`src/hdl/psb_defs.svh`:
```
// Constants for the system bus cycle engine
// Notes on behaviour
// Start strobe only while address, type, selects valid
// Direction high for write, low for read
// Space type high for memory, low for I/O
// Peripheral cycle waits for ready or timeout
// Boot ROM width follows strap, high means 16-bit
// Boot ROM select low on boot ROM access
// Lower address lines are inputs during DMA
// Byte-high enable low when upper lane carries data
// One shared 16-bit data bus, driven on writes
// Bus clock is double-rate oscillator divided by two
// Display select low inside programmed display space
// 16-bit cycle three bus clocks, two on zero-wait
// 8-bit cycle six bus clocks, three on zero-wait
// I/O cycle 8-bit unless 16-bit select low
// Sample width and zero-wait at first bus clock
`ifndef PSB_DEFS_SVH
`define PSB_DEFS_SVH
`define PSB_ROM_BASE     24'h0F0000
`define PSB_ROM_MASK     24'hFF0000
`define PSB_LEN_16_STD   3'h3
`define PSB_LEN_16_ZW    3'h2
`define PSB_LEN_8_STD    3'h6
`define PSB_LEN_8_ZW     3'h3
`define PSB_PI_TIMEOUT   64
`endif

```
`src/hdl/psb_pkg.sv`:
```
// Types for the system bus cycle engine
package psb_pkg;
  typedef enum logic [2:0] {
    PSB_IDLE,
    PSB_PI_START,
    PSB_PI_CMD,
    PSB_ISA_CMD,
    PSB_DONE
  } psb_state_e;
endpackage : psb_pkg

```
`src/hdl/psb_bus_cycle.sv`:
```
// System bus cycle engine for expansion and peripheral interface buses
`timescale 1ns/1ps
`default_nettype none
`include "psb_defs.svh"
module psb_bus_cycle
  import psb_pkg::*;
#(
  parameter int PI_TIMEOUT = `PSB_PI_TIMEOUT
) (
  input  wire logic        mclk,
  input  wire logic        resetn,
  input  wire logic        req_valid,
  input  wire logic [23:0] req_addr,
  input  wire logic        req_write,
  input  wire logic        req_mem,
  input  wire logic [1:0]  req_be,
  input  wire logic [15:0] req_wdata,
  input  wire logic [23:0] disp_base,
  input  wire logic [23:0] disp_mask,
  input  wire logic [23:0] flash_base,
  input  wire logic [23:0] flash_mask,
  output logic             req_ready,
  output logic             rsp_done,
  output logic             rsp_timeout,
  output logic [15:0]      rsp_rdata,
  input  wire logic        expansion_double_osc,
  output logic             bus_clk_out,
  output logic [19:0]      sa_out,
  output logic             sa_lo_oe,
  input  wire logic [16:0] sa_lo_in,
  output logic [16:0]      dma_addr,
  output logic [23:17]     la_out,
  output logic             sbhe_n,
  output logic [15:0]      sd_out,
  output logic             sd_oe,
  input  wire logic [15:0] sd_in,
  input  wire logic        dma_active,
  output logic             periph_cycle_start_n,
  output logic             periph_write_not_read,
  output logic             periph_mem_not_io,
  output logic             periph_cmd_n,
  input  wire logic        periph_ready_n,
  output logic             display_region_select_n,
  output logic             flash_disk_select_n,
  output logic             boot_rom_select_n,
  input  wire logic        boot_rom_width_strap,
  output logic             memr_n,
  output logic             memw_n,
  output logic             ior_n,
  output logic             iow_n,
  input  wire logic        memcs16_n,
  input  wire logic        iocs16_n,
  input  wire logic        zero_wait_request_n
);

  if (PI_TIMEOUT < 2 || PI_TIMEOUT > 65535) begin : g_bad_timeout
    $error("PI_TIMEOUT out of range");
  end

  // Two-flop synchronisers for every pin input
  logic        osc_s1, osc_s2, osc_s3;
  logic        rdy_s1, rdy_s2, m16_s1, m16_s2, i16_s1, i16_s2;
  logic        zw_s1, zw_s2, strap_s1, strap_s2, dma_s1, dma_s2;
  logic [15:0] sd_s1, sd_s2;
  logic [16:0] sa_s1, sa_s2;
  always_ff @(posedge mclk or negedge resetn) begin
    if (!resetn) begin
      {osc_s1, osc_s2, osc_s3} <= 3'h0;
      {rdy_s1, rdy_s2, m16_s1, m16_s2, i16_s1, i16_s2} <= 6'h3F;
      {zw_s1, zw_s2, strap_s1, strap_s2} <= 4'hF;
      {dma_s1, dma_s2} <= 2'h0;
      {sd_s1, sd_s2} <= 32'h0;
      {sa_s1, sa_s2} <= 34'h0;
    end else begin
      {osc_s1, osc_s2, osc_s3} <= {expansion_double_osc, osc_s1, osc_s2};
      {rdy_s1, rdy_s2} <= {periph_ready_n, rdy_s1};
      {m16_s1, m16_s2} <= {memcs16_n, m16_s1};
      {i16_s1, i16_s2} <= {iocs16_n, i16_s1};
      {zw_s1, zw_s2} <= {zero_wait_request_n, zw_s1};
      {strap_s1, strap_s2} <= {boot_rom_width_strap, strap_s1};
      {dma_s1, dma_s2} <= {dma_active, dma_s1};
      {sd_s1, sd_s2} <= {sd_in, sd_s1};
      {sa_s1, sa_s2} <= {sa_lo_in, sa_s1};
    end
  end

  // Bus clock toggles on each oscillator rise; tick marks its rising edge
  logic osc_rise, bus_tick;
  assign osc_rise = osc_s2 & ~osc_s3;
  assign bus_tick = osc_rise & ~bus_clk_out;
  always_ff @(posedge mclk or negedge resetn) begin
    if (!resetn) bus_clk_out <= 1'b0;
    else if (osc_rise) bus_clk_out <= ~bus_clk_out;
  end

  // Region decode of the incoming request
  logic hit_disp, hit_flash, hit_rom, to_pi;
  assign hit_disp  = req_mem && ((req_addr ^ disp_base) & disp_mask) == 24'h000000;
  assign hit_flash = req_mem && ((req_addr ^ flash_base) & flash_mask) == 24'h000000;
  assign hit_rom   = req_mem && ((req_addr ^ `PSB_ROM_BASE) & `PSB_ROM_MASK) == 24'h000000;
  assign to_pi     = hit_disp | hit_flash;

  psb_state_e  state_q;
  logic        write_q, rom_q, mem_q, w16_q, zw_q;
  logic [2:0]  bcnt_q, len_q;
  logic [15:0] tcnt_q;
  logic        pi_end, pi_tmo, isa_end;
  logic [2:0]  len_now;
  logic        w16_now, zw_now;

  // Width and length chosen from inputs seen at the first bus clock
  always_comb begin
    if (rom_q) w16_now = strap_s2;
    else if (mem_q) w16_now = ~m16_s2;
    else w16_now = ~i16_s2;
    zw_now = ~zw_s2;
    if (w16_now) len_now = zw_now ? `PSB_LEN_16_ZW : `PSB_LEN_16_STD;
    else len_now = zw_now ? `PSB_LEN_8_ZW : `PSB_LEN_8_STD;
  end

  assign pi_tmo  = tcnt_q == 16'(PI_TIMEOUT - 1);
  assign pi_end  = state_q == PSB_PI_CMD && (~rdy_s2 || pi_tmo);
  assign isa_end = state_q == PSB_ISA_CMD && bus_tick && bcnt_q != 3'h0
                   && bcnt_q + 3'h1 == len_q;

  // Cycle sequencer
  always_ff @(posedge mclk or negedge resetn) begin
    if (!resetn) state_q <= PSB_IDLE;
    else begin
      case (state_q)
        PSB_IDLE: begin
          if (req_valid) state_q <= to_pi ? PSB_PI_START : PSB_ISA_CMD;
        end
        PSB_PI_START: state_q <= PSB_PI_CMD;
        PSB_PI_CMD: begin
          if (pi_end) state_q <= PSB_DONE;
        end
        PSB_ISA_CMD: begin
          if (isa_end) state_q <= PSB_DONE;
        end
        default: state_q <= PSB_IDLE;
      endcase
    end
  end

  // Bus clock count and the latched width and length
  always_ff @(posedge mclk or negedge resetn) begin
    if (!resetn) begin
      bcnt_q <= 3'h0;
      len_q  <= `PSB_LEN_8_STD;
      w16_q  <= 1'b0;
      zw_q   <= 1'b0;
    end else if (state_q != PSB_ISA_CMD) bcnt_q <= 3'h0;
    else if (bus_tick) begin
      bcnt_q <= bcnt_q + 3'h1;
      if (bcnt_q == 3'h0) begin
        len_q <= len_now;
        w16_q <= w16_now;
        zw_q  <= zw_now;
      end
    end
  end

  // Timeout counter for peripheral interface cycles
  always_ff @(posedge mclk or negedge resetn) begin
    if (!resetn) tcnt_q <= 16'h0;
    else if (state_q == PSB_PI_CMD) tcnt_q <= tcnt_q + 16'h1;
    else tcnt_q <= 16'h0;
  end

  // Address, type and selects load together as a cycle is taken
  always_ff @(posedge mclk or negedge resetn) begin
    if (!resetn) begin
      sa_out <= 20'h0;
      la_out <= 7'h0;
      sbhe_n <= 1'b1;
      sd_out <= 16'h0;
      write_q <= 1'b0;
      mem_q <= 1'b0;
      rom_q <= 1'b0;
      periph_write_not_read <= 1'b0;
      periph_mem_not_io <= 1'b0;
      display_region_select_n <= 1'b1;
      flash_disk_select_n <= 1'b1;
      boot_rom_select_n <= 1'b1;
    end else if (state_q == PSB_IDLE && req_valid) begin
      sa_out <= req_addr[19:0];
      la_out <= req_addr[23:17];
      sbhe_n <= ~req_be[1];
      sd_out <= req_wdata;
      write_q <= req_write;
      mem_q <= req_mem;
      rom_q <= hit_rom;
      periph_write_not_read <= req_write;
      periph_mem_not_io <= req_mem;
      display_region_select_n <= ~hit_disp;
      flash_disk_select_n <= ~(hit_flash & ~hit_disp); // Display wins over flash
      boot_rom_select_n <= ~hit_rom;
    end else if (state_q == PSB_DONE) begin
      sbhe_n <= 1'b1;
      display_region_select_n <= 1'b1;
      flash_disk_select_n <= 1'b1;
      boot_rom_select_n <= 1'b1;
    end
  end

  // Strobes, data drive and answer
  always_ff @(posedge mclk or negedge resetn) begin
    if (!resetn) begin
      periph_cycle_start_n <= 1'b1;
      periph_cmd_n <= 1'b1;
      {memr_n, memw_n, ior_n, iow_n} <= 4'hF;
      sd_oe <= 1'b0;
      rsp_done <= 1'b0;
      rsp_timeout <= 1'b0;
      rsp_rdata <= 16'h0;
      req_ready <= 1'b0;
    end else begin
      // Start goes low on the same edge that loads address and selects
      periph_cycle_start_n <= ~(state_q == PSB_IDLE && req_valid && to_pi);
      periph_cmd_n <= ~((state_q == PSB_PI_START) || (state_q == PSB_PI_CMD && !pi_end));
      if (state_q == PSB_IDLE && req_valid && !to_pi) begin
        memr_n <= ~(req_mem & ~req_write);
        memw_n <= ~(req_mem & req_write);
        ior_n  <= ~(~req_mem & ~req_write);
        iow_n  <= ~(~req_mem & req_write);
      end else if (isa_end) {memr_n, memw_n, ior_n, iow_n} <= 4'hF;
      sd_oe <= (state_q == PSB_IDLE && req_valid && req_write)
               || (sd_oe && state_q != PSB_DONE);
      rsp_done <= pi_end | isa_end;
      rsp_timeout <= pi_end & rdy_s2;
      if ((pi_end | isa_end) && !write_q) rsp_rdata <= sd_s2;
      req_ready <= (state_q == PSB_IDLE && !req_valid) || state_q == PSB_DONE;
    end
  end

  // Lower address lines turn round while a DMA or master owns them
  always_ff @(posedge mclk or negedge resetn) begin
    if (!resetn) begin
      sa_lo_oe <= 1'b0;
      dma_addr <= 17'h0;
    end else begin
      sa_lo_oe <= ~dma_s2;
      if (dma_s2) dma_addr <= sa_s2;
    end
  end

  property p_start_valid;
    @(posedge mclk) disable iff (!resetn)
      !periph_cycle_start_n |-> state_q == PSB_PI_START
        && (!display_region_select_n || !flash_disk_select_n);
  endproperty
  a_start_valid: assert property (p_start_valid) else $error("start without select");

  property p_pi_dir;
    @(posedge mclk) disable iff (!resetn)
      (state_q == PSB_PI_CMD) |-> sd_oe == periph_write_not_read;
  endproperty
  a_pi_dir: assert property (p_pi_dir) else $error("data drive disagrees with direction");

  property p_pi_end;
    @(posedge mclk) disable iff (!resetn)
      $rose(periph_cmd_n) && !rsp_timeout |-> $past(rdy_s2) == 1'b0;
  endproperty
  a_pi_end: assert property (p_pi_end) else $error("cycle ended without ready");

  property p_rom_sel;
    @(posedge mclk) disable iff (!resetn)
      !boot_rom_select_n |-> {la_out, sa_out[16]} == 8'(`PSB_ROM_BASE >> 16);
  endproperty
  a_rom_sel: assert property (p_rom_sel) else $error("rom select outside rom");

  property p_dma_float;
    @(posedge mclk) disable iff (!resetn)
      dma_s2 |=> !sa_lo_oe;
  endproperty
  a_dma_float: assert property (p_dma_float) else $error("address driven during dma");

  property p_div;
    @(posedge mclk) disable iff (!resetn)
      (bus_clk_out != $past(bus_clk_out)) |-> $past(osc_rise);
  endproperty
  a_div: assert property (p_div) else $error("bus clock moved without osc edge");

  property p_len;
    @(posedge mclk) disable iff (!resetn)
      isa_end |-> bcnt_q + 3'h1 == (w16_q ? (zw_q ? `PSB_LEN_16_ZW : `PSB_LEN_16_STD)
                                          : (zw_q ? `PSB_LEN_8_ZW : `PSB_LEN_8_STD));
  endproperty
  a_len: assert property (p_len) else $error("wrong cycle length");

  property p_rom_width;
    @(posedge mclk) disable iff (!resetn)
      (state_q == PSB_ISA_CMD && bus_tick && bcnt_q == 3'h0 && rom_q) |=> w16_q == $past(strap_s2);
  endproperty
  a_rom_width: assert property (p_rom_width) else $error("rom width not from strap");

endmodule : psb_bus_cycle
`default_nettype wire

```
`config.mk`:
```
export PLATFORM = sky130hd
export DESIGN_NAME = psb_bus_cycle
export DESIGN_NICKNAME = d
export VERILOG_FILES = /design/src/hdl/psb_pkg.sv /design/src/hdl/psb_bus_cycle.sv
export VERILOG_INCLUDE_DIRS = /design/src /design/src/hdl
export SDC_FILE = /design/constraint.sdc
export NUM_CORES = 1
export LEC_CHECK = 0
export ABC_AREA = 1
export ABC_CLOCK_PERIOD_IN_PS = 4300
export BUFFER_PORTS_ARGS = -buffer_cell sky130_fd_sc_hd__buf_4
export CAP_MARGIN = 40
export CORE_MARGIN = 4
export CORE_UTILIZATION = 56
export CTS_BUF_LIST = sky130_fd_sc_hd__clkbuf_4
export DETAILED_ROUTE_END_ITERATION = 10
export PLACE_DENSITY = 0.88
export SETUP_SLACK_MARGIN = 0.05
export SKIP_CTS_REPAIR_TIMING = 1
export SYNTH_ARGS = -nofsm -noshare
export SYNTH_HDL_FRONTEND = slang
export SYNTH_SLANG_ARGS = --single-unit
export TNS_END_PERCENT = 1
```
`constraint.sdc`:
```
create_clock -name mclk -period 4.3 [get_ports mclk]
set_clock_uncertainty 0.05 [all_clocks]
set_input_delay 0.215 -clock mclk [delete_from_list [all_inputs] [get_ports mclk]]
set_output_delay 0.215 -clock mclk [all_outputs]
set_load 0.05 [all_outputs]
```
; Word-level counts from Yosys, hierarchy flattened
; Cells that the tools add are included.
[op_classes]
reduce_logical = 34
n_mux = 23
add_sub_neg = 2
eq_ne = 11
bitwise = 34
[op_table]
columns = cell, count
row1 = 24-bit zero test, 3
row2 = 24-bit AND, 2
row3 = 24-bit bitwise XOR, 2
row4 = 3-bit two-way mux, 7
row5 = 1-bit NOT, 19
row6 = 16-bit by 1-bit adder with 16-bit output (second input constant), 1
row7 = 16-bit by 6-bit == test with 1-bit output (second input constant), 1
row8 = 16-bit two-way mux, 1
row9 = 1-bit logical AND, 15
row10 = 1-bit two-way mux, 13
row11 = 3-bit case mux with 4 select lines, 1
row12 = 1-bit AND, 8
row13 = 3-bit by 2-bit == test with 1-bit output (second input constant), 2
row14 = 3-bit zero test, 2
row15 = 2-bit inequality test (second input constant), 3
row16 = 3-bit AND reduction, 2
row17 = 2-bit nonzero test, 3
row18 = 1-bit zero test, 4
row19 = 1-bit logical OR, 4
row20 = 4-bit NOT, 1
row21 = 3-bit by 1-bit adder with 3-bit output (second input constant), 1
row22 = 3-bit by 1-bit == test with 1-bit output (second input constant), 1
row23 = 3-bit == test, 1
row24 = 3-bit == test (second input constant), 1
row25 = 5 further kinds, 6
[totals]
reg_bits = 201
in_bits = 183

; Logic depth before layout (Yosys ltp)
; Gate-level depths: netlist of the first run.
[depth]
ltp_word = 8
ltp_mapped = 13
ltp_nobuf = 12

; Worst setup path after synthesis of the first run
; OpenSTA, ideal clock, no wires.
[synth_timing]
path_type = reg-to-reg
from = reg bus_clk_out
to = reg rsp_rdata[10]
period_less_slack_ns = 1.964
n_path_buf = 1
path_slack_ns = 2.336
t_arrival_ns = 1.795
path_stages_with_launch = 14
path_cell_list = dfrtp_1 -> inv_1 -> nand3_2 -> nor2_4 -> nand2_2 -> nor2_2 -> nand2_2 -> nand2_4 -> nand3_4 -> nor2_8 -> nand2_4 -> buf_6 -> nand2_1 -> nand2_1
[synth_via]
elab_chain_cells = 7
[synth_rtl]
columns = item, line_no
row1 = start: declaration, psb_bus_cycle.sv:27  ; output logic bus_clk_out,
row2 = start signal: assignment, psb_bus_cycle.sv:93  ; else if (osc_rise) bus_clk_out <= ~bus_clk_out;
row3 = 1-bit NOT, psb_bus_cycle.sv:90  ; assign bus_tick = osc_rise & ~bus_clk_out;
row4 = 1-bit AND, psb_bus_cycle.sv:90
row5 = 1-bit logical AND (2 in series), psb_bus_cycle.sv:123  ; assign isa_end = state_q == PSB_ISA_CMD && bus_tick && bcnt_q != 3'h0
row6 = 1-bit logical AND, psb_bus_cycle.sv:124  ; && bcnt_q + 3'h1 == len_q;
row7 = 1-bit bitwise OR, psb_bus_cycle.sv:232  ; if ((pi_end | isa_end) && !write_q) rsp_rdata <= sd_s2;
row8 = 1-bit logical AND, psb_bus_cycle.sv:232
row9 = end signal: assignment, psb_bus_cycle.sv:232
row10 = end: declaration, psb_bus_cycle.sv:25  ; output logic [15:0] rsp_rdata,
; Every way passes these cells.
; A chain may end at the register's enable or synchronous reset.

; Worst setup path after layout of the first run
[layout_timing]
from = reg bcnt_q[0]
to = reg rsp_rdata[11]
[layout_via]
elab_chain_cells = 5
[layout_rtl]
columns = item, line_no
row1 = start: declaration, psb_bus_cycle.sv:105  ; logic [2:0] bcnt_q, len_q;
row2 = start signal: assignment, psb_bus_cycle.sv:155  ; bcnt_q <= bcnt_q + 3'h1;
row3 = 3-bit by 1-bit adder with 3-bit output / 3-bit nonzero test (equally long branches), "psb_bus_cycle.sv:124, psb_bus_cycle.sv:123"
row4 = 3-bit == test / 1-bit logical AND (equally long branches), "psb_bus_cycle.sv:124, psb_bus_cycle.sv:123"
row5 = 1-bit logical AND *, psb_bus_cycle.sv:124
row6 = 1-bit bitwise OR *, psb_bus_cycle.sv:232
row7 = 1-bit logical AND *, psb_bus_cycle.sv:232
; Mark *: on every way between the ends. The rest lies on a longest branch, timed or not.

==> summary.md, run 1 <==
| Metric | Value |
|---|---|
| Post-Synth XOR/XNOR Area | `0.989%` |
| DIE AREA | `0.0162 sq mm` |
| Fin. Hold Viols | `1` |
| Synth warnings | `0` |
| Initial antenna violation count | `2` |
| TritonCTS Buffers | `17` |
| Leak | `6.02 nW` |
| Worst EP arrival | `2630 ps` |
| Unrepaired setup endpoints after global routing | `false` |
| Sequential fraction of the synthesis area | `62.2%` |
| Maximum vdd drop | `0.329 mV` |
| Compound-Gate Fraction of Synth Area | `3.50%` |
| Antenna Violating Nets Remaining | `0` |
| Most used flip-flop cell after synthesis | `dfrtp_1` |
| Die Width | `127 um` |
| Most common cell after layout, fill and taps aside | `nand2_1` |
| Status | `finished, violations left` |
| Simple-gate area share of the yosys netlist | `26.9%` |
| Layout Nets | `1421` |
| Pint | `3.46 mW` |
| Cells after synthesis | `871` |
| Clock Tree Root | `clkbuf_4` |
| # IOs | `277` |
| Met1 usage | `30.6%` |
| TritonCTS clock tree | `built` |
| Crit-path max cell delay | `440 ps` |
| Routed vias/inst | `5.17` |
| Setup-failing EPs final | `0` |
| Final Core Density | `81.7%` |
| CP cell instances | `ha_1 > xor2_1 > xnor2_1 > nand2_2 > nand2_4 > nand3_4 > nor2_8 > nand2_4 > nand2_1 > nand2_1` |
| CTS HTree Levels | `4` |
| Post-DP Area | `0.0102 sq mm` |
| Slew Viols, Final | `0` |
| Max-Slew Margin vs Limit | `42.1%` |
| Initial DRT Pass Iterations | `5` |
| Post-Syn Nets | `1058` |
| Largest net degree at the start of global routing | `77` |
| Worst-Margin Slew | `862 ps` |
| Clk_lat worst skew | `600 ps` |
| Gpl congestion | `0.936` |
| Aggregate global-route resource usage | `27.1%` |
| Synth Cell Area | `0.00797 sq mm` |
| Critical Path Start Type | `register` |
| Max Root-Sink Buffers | `2` |
| Met3 usage | `7.27%` |
| FF/Latch Area | `0.00496 sq mm` |
| Finished Layout Cells | `1430` |
| Asr flop ratio synth | `100%` |
| Crit path time final | `2210 ps` |
| Die height | `127 um` |
| Violated checks | `hold timing` |
| Clock share of power | `15.8%` |
| P&R area growth vs syn | `42.8%` |
| Placed cell count | `1312` |
| # DRC | `0` |
| Max FO, Critical Path | `18` |
| Post-Synth Adder-Cell Area | `0.628%` |
| Slowest CP cell | `dfrtp_1` |
| Fillers | `810` |
| Power Density | `573 mW/mm^2` |
| Core box area | `0.0139 sq mm` |
| Fmax | `452 MHz` |
| Setup TNS | `0 ps` |
| WL final | `25.5 mm` |
| Synth unique cells | `37` |
| Commonest non-fill, non-tap cells in the layout | `317 x nand2_1, 277 x buf_4, 176 x dfrtp_1` |
| Initial Util | `57.2%` |
| Maxcap violations | `0` |
| Post-synthesis mux area share | `0.283%` |
| # clock sinks | `197` |
| CP Data Required Time | `4710 ps` |
| Drt first-iter violations | `425` |
| Layout cells sized above 1 | `29.2%` |
| Multi-input gate area | `0.00258 sq mm` |
| Switching share of power | `47.0%` |
| Setup CP Type | `register to register` |
| Grt total ovfl | `0` |
| Post-synthesis sequential element count | `197` |
| Worst Hold Class | `primary input to register` |
| Met2 Usage GRT | `48.9%` |
| Syn avg cell area | `9.15 sq um` |
| Largest family of logic cells by synthesized area | `simple AND/OR/NAND/NOR gates` |
| P_sw | `3.07 mW` |
| CTS clk-pin slew, worst paths | `180 ps` |
| EDFF count, synth | `0` |
| First-pass GRT wire length | `33.9 mm` |
| I/O Buffers | `275` |
| Via count | `7391` |
| Fin area | `0.0114 sq mm` |
| Dpl hpwl | `17.3 mm` |
| Gr busiest metal | `met2` |
| Setup crit end kind | `register` |
| Combinational share of power | `45.5%` |
| Core Rows | `43` |
| Period Utilization, post-route | `51.5%` |
| Sequential Power Share | `38.6%` |
| Hold slack final | `-18.8 ps` |
| Number of global-route vias before repair | `6771` |
| Routed length per instance | `17.8 um` |
[final timing paths]
check                              from              endpoint  slack, ps  cells after the start
setup / recovery              bcnt_q[0]         rsp_rdata[11]       2090                     10
hold / removal             req_addr[23]            la_out[23]        -20                      3
setup reg to reg              bcnt_q[0]         rsp_rdata[11]       2090                     10
hold reg to reg               sa_s1[12]             sa_s2[12]        300                      0
max in group asynchronous        resetn  periph_cycle_start_n       2870                      4
min in group asynchronous        resetn           dma_addr[6]         70                      2
[flip-flops by register name, indices dropped and copies added, names as in the netlist, 5 cells and up]
name / flops
sa_s2: 17
sd_s2: 16
sd_s1: 16
rsp_rdata: 16
tcnt_q: 16
la_out: 5
sd_out: 16
dma_addr: 17
sa_out: 19
sa_s1: 17
[power by group through the flow]
stage | clock network [mW] | logic, mW | registers [mW]
6_report | 1.03 | 2.97 | 2.52
5_1_grt | 1.12 | 3.15 | 2.55
4_1_cts | 1.03 | 2.86 | 2.49
3_5_place_dp | 0 | 2.86 | 2.52
3_3_place_gp | 0 | 2.76 | 2.50
2_1_floorplan | 0 | 0.808 | 3.58
[Yosys cell counts, drive strengths merged, types with 8 or more instances]
| library cell | number | area share, % |
|---|---|---|
| a21oi | 13 | 0.82 |
| buf | 8 | 0.71 |
| clkbuf | 11 | 0.52 |
| dfrtp | 176 | 55 |
| dfstp | 21 | 6.9 |
| inv | 89 | 4.2 |
| nand2 | 323 | 16 |
| nand3 | 79 | 5.3 |
| nand4 | 16 | 1.3 |
| nor2 | 53 | 2.9 |
| nor3 | 8 | 0.50 |
| o21ai | 32 | 2.0 |
| or2 | 12 | 0.94 |
[metrics by stage]
stage	power, mW	setup slack [ps]
after floorplan	4.39	2340
after global placement	5.26	1950
after detailed placement	5.38	2130
after CTS	6.38	2120
after global routing	6.82	1920
final	6.53	2090
[logic make-up after synthesis]
family          Yosys count
simple gates            497
flops                   197
buf+inv                 110
compound gates           52
xor+xnor                  9
fa+ha+maj                 4
mux                       2
[cell type report]
class	instances	share of cell area, %
multi-input cells	564	22.6
repair buffers	363	26.1
well taps	180	1.98
inverters	91	3.00
flip-flops and latches	197	43.5
clock buffers	17	1.12
clock inverters	15	1.56
diodes	3	0.0659
[routing by layer]
layer	wire [um]	vias to the layer above	share of wire [%]
met5	0	-	0
met4	918	0	3.6
met3	1820	71	7.1
met2	14000	344	55
met1	8730	3517	34
li1	-	3459	-
[critical path, delay by kind of cell, from the launching register on]
family | cells | cell delay, ps
simple gates | 7 | 1000
fa+ha+maj | 1 | 220
flops | 1 | 440
xor+xnor | 2 | 380
No activity file was read; power rests on OpenSTA's default activity.
==> inputs of run 2 (changes only) <==
ABC_CLOCK_PERIOD_IN_PS = 1800   (was 4300)
CORE_UTILIZATION = 47   (was 56)
PLACE_DENSITY = 0.79   (was 0.88)
clock period = 1.8 ns   (was 4.3 ns; I/O delays follow)
==> run 2 against run 1 <==
Compared with the run above: cell count up 5.8%; worst hold slack better by 21 ps; global-route usage down 4.5 points; core utilization down 9.5 points; clock-buffer cell count unchanged; the run ends with setup timing left; routed wire length down 4.8%; design area up 5.2%; largest cell class unchanged; total power up 140%; highest routed layer unchanged.
==> summary.md, run 2 (synthesis results as in run 1) <==
| Metric | Value |
|---|---|
| TritonCTS Buffers | `17` |
| Flip-flop count of the largest register after layout | `19` |
| Core box area | `0.0166 sq mm` |
| First-pass GRT wire length | `34.5 mm` |
| DIE AREA | `0.0191 sq mm` |
| Worst-Margin Slew | `688 ps` |
| Multi-input gate area | `0.00267 sq mm` |
| Final Core Density | `72.2%` |
| Routed length per instance | `16.1 um` |
| Setup CP Type | `register to register` |
| Crit path time final | `1930 ps` |
| TritonCTS clock tree | `built` |
| # clock sinks | `197` |
| Max-Slew Margin vs Limit | `54.0%` |
| Violated checks | `setup timing` |
| Antenna Violating Nets Remaining | `0` |
| Initial antenna violation count | `1` |
| Final worst setup slack | `-132 ps` |
| P&R area growth vs syn | `50.3%` |
| Via count | `7420` |
| Slew Viols, Final | `0` |
| Max Root-Sink Buffers | `2` |
| Initial DRT Pass Iterations | `5` |
| Largest Register | `sa_out` |
| WL final | `24.3 mm` |
| CP Data Required Time | `2250 ps` |
| Core Rows | `47` |
| Setup-failing EPs final | `16` |
| Grt total ovfl | `0` |
| Die Width | `138 um` |
| # DRC | `0` |
| Commonest non-fill, non-tap cells in the layout | `314 x nand2_1, 294 x buf_4, 175 x dfrtp_1` |
| Post-Place Setup Slack | `-34.5 ps` |
| Number of global-route vias before repair | `6795` |
| Maxcap violations | `0` |
| Clk_lat worst skew | `570 ps` |
| Leak | `6.24 nW` |
| Largest net degree at the start of global routing | `62` |
| Maximum vdd drop | `0.937 mV` |
| I/O Buffers | `275` |
| Aggregate global-route resource usage | `22.6%` |
| Layout Nets | `1465` |
| Die height | `138 um` |
| CTS HTree Levels | `4` |
| Most common cell after layout, fill and taps aside | `nand2_1` |
| Critical Path Start Type | `register` |
| CTS clk-pin slew, worst paths | `190 ps` |
| Period Utilization, post-route | `107%` |
| Dpl hpwl | `17.3 mm` |
| Setup TNS | `-1490 ps` |
| Fmax | `518 MHz` |
| Gpl congestion | `0.870` |
| Worst EP arrival | `2380 ps` |
| Layout cells sized above 1 | `31.7%` |
| Fillers | `1168` |
| Initial Util | `48.1%` |
| Routed vias/inst | `4.90` |
| Fin. Hold Viols | `0` |
| Drt first-iter violations | `328` |
| FF/Latch Area | `0.00496 sq mm` |
| Clock Tree Root | `clkbuf_4` |
| # IOs | `277` |
| Unrepaired setup endpoints after global routing | `true` |
| Power Density | `1320 mW/mm^2` |
| Worst Hold Class | `primary input to register` |
| Status | `finished, violations left` |
| Max FO, Critical Path | `8` |
| Setup crit end kind | `register` |
## run 2: cell types whose count changed in the layout (fill, tap and decap cells not counted), moves of 4 or more
cell | previous run | this run
buf_12 | 1 | 6
nor2_2 | 3 | 11
buf_4 | 277 | 294
nand3_1 | 75 | 71
dlygate4sd3_1 | 83 | 103
nor2_1 | 48 | 39
nand3_2 | 3 | 7
clkinv_8 | 2 | 6
## run 2: report_power, final
part,total (mW),internal (mW),switching [mW]
logic,7.32,2.31,5.01
clock network,2.48,0.703,1.77
registers,5.97,5.40,0.572
total,15.8,8.41,7.35
## run 2: cell type report
class	count	area share (%)
antenna	2	0.0418
clock buffer	17	1.07
clock inverter	15	1.70
inverter	91	2.85
multi-input combinational	565	22.3
sequential	197	41.4
tap	220	2.30
timing repair buffer	406	28.3
## run 2: critical path, stage by stage (launching register included)
cell,delay [ps]
dfrtp_1,440
ha_2,190
xor2_2,150
xnor2_1,230
nand2_2,110
nand2_4,80
nand3_4,90
nor2_8,230
nand2_4,140
nand2_1,100
nand2_1,60
## run 2: path summary, 6_finish.rpt
check,startpoint,to,slack [ps],cells past startpoint
setup / recovery,bcnt_q[0],rsp_rdata[14],-130,10
hold / removal,disp_mask[8],periph_cycle_start_n,2,7
setup reg to reg,bcnt_q[0],rsp_rdata[14],-130,10
hold reg to reg,sa_s1[2],sa_s2[2],300,0
max in group asynchronous,resetn,sa_s1[5],510,3
min in group asynchronous,resetn,sa_out[4],80,3
## run 2: metrics by stage
step                      total power, mW  cell area, sq um  hold slack, ps  cells
after floorplan                      10.5              7970            -256    871
after global placement               12.8             10500            70.3   1370
after detailed placement             13.0             10500            74.0   1370
after CTS                            15.4             10800            -617   1402
after global routing                 16.6             12000            7.48   1513
final                                15.8             12000            2.23   1513
## run 2: per-layer routing
metal	wire length, um	global-route usage, %
met3	1590	6.42
met2	13200	40.9
met4	632	7.18
met1	8910	25.9
met5	0	0
==> inputs of run 3 (changes only) <==
RECOVER_POWER = 50   (was default)
==> run 3 against run 2 <==
Compared with the run above: the flow finishes with violations (hold timing, capacitance limit, slew limit, setup timing); core utilization decreased by 0.54 points; flip-flop and latch count unchanged; sequential power about the same; cell count unchanged; total power decreased by 0.15%; die area unchanged; maximum frequency increased by 0.35%; worst hold slack got worse by 6.4 ps; critical path depth unchanged; worst setup slack improved by 6.7 ps; non-clock buffer count unchanged; clock power about the same; highest routed layer unchanged.
==> summary.md, run 3 (synthesis results as in run 1) <==
| Metric | Value |
|---|---|
| Status | `finished, violations left` |
| Violated checks | `hold timing, capacitance limit, slew limit, setup timing` |
| Aggregate global-route resource usage | `22.6%` |
| # IOs | `277` |
| Dpl hpwl | `17.3 mm` |
| WL final | `24.3 mm` |
| Flip-flop count of the largest register after layout | `19` |
| Layout cells sized above 1 | `31.2%` |
| Setup CP Type | `register to register` |
| Hold slack final | `-4.19 ps` |
| CP cell instances | `ha_2 > xor2_2 > xnor2_1 > nand2_2 > nand2_4 > nand3_4 > nor2_8 > buf_6 > nand3_1 > nand2_1` |
| Initial DRT Pass Iterations | `5` |
| Initial antenna violation count | `1` |
| DIE AREA | `0.0191 sq mm` |
| Crit path time final | `1930 ps` |
| Layout Nets | `1465` |
| Routed length per instance | `16.0 um` |
| P&R area growth vs syn | `49.1%` |
| Fmax | `519 MHz` |
| Largest net degree at the start of global routing | `62` |
| Die height | `138 um` |
| CP Data Required Time | `2290 ps` |
| Setup-failing EPs final | `16` |
| Routed vias/inst | `4.94` |
| Final worst setup slack | `-125 ps` |
| I/O Buffers | `275` |
| Unrepaired setup endpoints after global routing | `true` |
| Worst EP arrival | `2410 ps` |
| Period Utilization, post-route | `107%` |
| Reg2reg setup slack | `-130 ps` |
| Worst Hold Class | `primary input to register` |
| Number of global-route vias before repair | `6795` |
| Slowest CP cell | `dfrtp_1` |
| Core box area | `0.0166 sq mm` |
| TritonCTS Buffers | `17` |
| Commonest non-fill, non-tap cells in the layout | `314 x nand2_1, 251 x buf_4, 175 x dfrtp_1` |
| # clock sinks | `197` |
| Die Width | `138 um` |
| Initial Util | `48.1%` |
| Maxcap violations | `1` |
| Max-Slew Margin vs Limit | `-4.53%` |
| Post-DP Area | `0.0105 sq mm` |
| Worst-Margin Slew | `1570 ps` |
| Setup crit end kind | `register` |
| CTS clk-pin slew, worst paths | `190 ps` |
| Max FO, Critical Path | `7` |
| Post-Place Setup Slack | `-34.5 ps` |
| Drt first-iter violations | `329` |
| Core Rows | `47` |
| Clk_lat worst skew | `580 ps` |
| CTS HTree Levels | `4` |
| # DRC | `0` |
| Maximum vdd drop | `0.937 mV` |
| Slew Viols, Final | `30` |
| Clock Tree Root | `clkbuf_4` |
| Crit-path max cell delay | `440 ps` |
| Most common cell after layout, fill and taps aside | `nand2_1` |
| Largest Register | `sa_out` |
| Leak | `6.18 nW` |
| Antenna Violating Nets Remaining | `0` |
| Via count | `7473` |
| Gpl congestion | `0.870` |
| Critical Path Start Type | `register` |
| Fin area | `0.0119 sq mm` |
| Power Density | `1320 mW/mm^2` |
| Grt total ovfl | `0` |
| Fin. Hold Viols | `1` |
| TritonCTS clock tree | `built` |
| Max Root-Sink Buffers | `2` |
| First-pass GRT wire length | `34.5 mm` |
==> run 3: cell types whose count changed in the layout (fill, tap and decap cells not counted), sizes merged <==
cell / before / now
clkbuf: 18 / 66
buf: 302 / 254
==> run 3: area by class of cell <==
cell class | count | area [sq um]
Sequential cell | 197 | 4960
Fill cell | 1182 | 4700
Timing Repair Buffer | 406 | 3300
Multi-Input combinational cell | 565 | 2670
Inverter | 91 | 342
Tap cell | 220 | 275
Clock inverter | 15 | 204
Clock buffer | 17 | 128
Antenna cell | 2 | 5.00
==> run 3: final timing paths <==
path / from / to / cells past startpoint
setup / recovery: bcnt_q[0] / rsp_rdata[14] / 10
hold / removal: disp_mask[8] / periph_cycle_start_n / 7
setup reg to reg: bcnt_q[0] / rsp_rdata[14] / 10
hold reg to reg: sa_s1[2] / sa_s2[2] / 0
max in group asynchronous: resetn / mem_q / 3
min in group asynchronous: resetn / len_q[2] / 2
==> run 3: through the flow <==
| stage | total power [mW] | TNS (ps) | instances | util [%] | hold WS (ps) |
|---|---|---|---|---|---|
| global route | 16.6 | -5810 | 1513 | 71.7 | -4.27 |
| detailed placement | 13.0 | -371 | 1370 | 63.1 | 74.0 |
| finish | 15.7 | -1410 | 1513 | 71.7 | -4.19 |
| CTS | 15.4 | -755 | 1402 | 65.1 | -617 |
| global placement | 12.8 | 0 | 1370 | 63.1 | 70.3 |
| floorplan | 10.5 | -756 | 871 | - | -256 |
==> run 3: worst max-delay path: cells and delay by family, from the launching register on <==
kind | cells | cell delay, ps
XOR/XNOR | 2 | 370
adder cells (fa/ha/maj) | 1 | 190
buffers and inverters | 1 | 160
flip-flops | 1 | 440
AND/OR/NAND/NOR | 6 | 680
==> run 3: power breakdown <==
| part | internal (mW) | switching, mW |
|---|---|---|
| Clock | 0.703 | 1.77 |
| Combinational | 2.28 | 5.01 |
| Sequential | 5.40 | 0.573 |
==> run 3: routing by layer <==
metal	track usage (%)	vias up	wire, um
met4	7.18	0	652
met3	6.42	50	1590
met2	40.9	288	13200
li1	-	3555	-
met1	25.9	3580	8860
met5	0	-	0
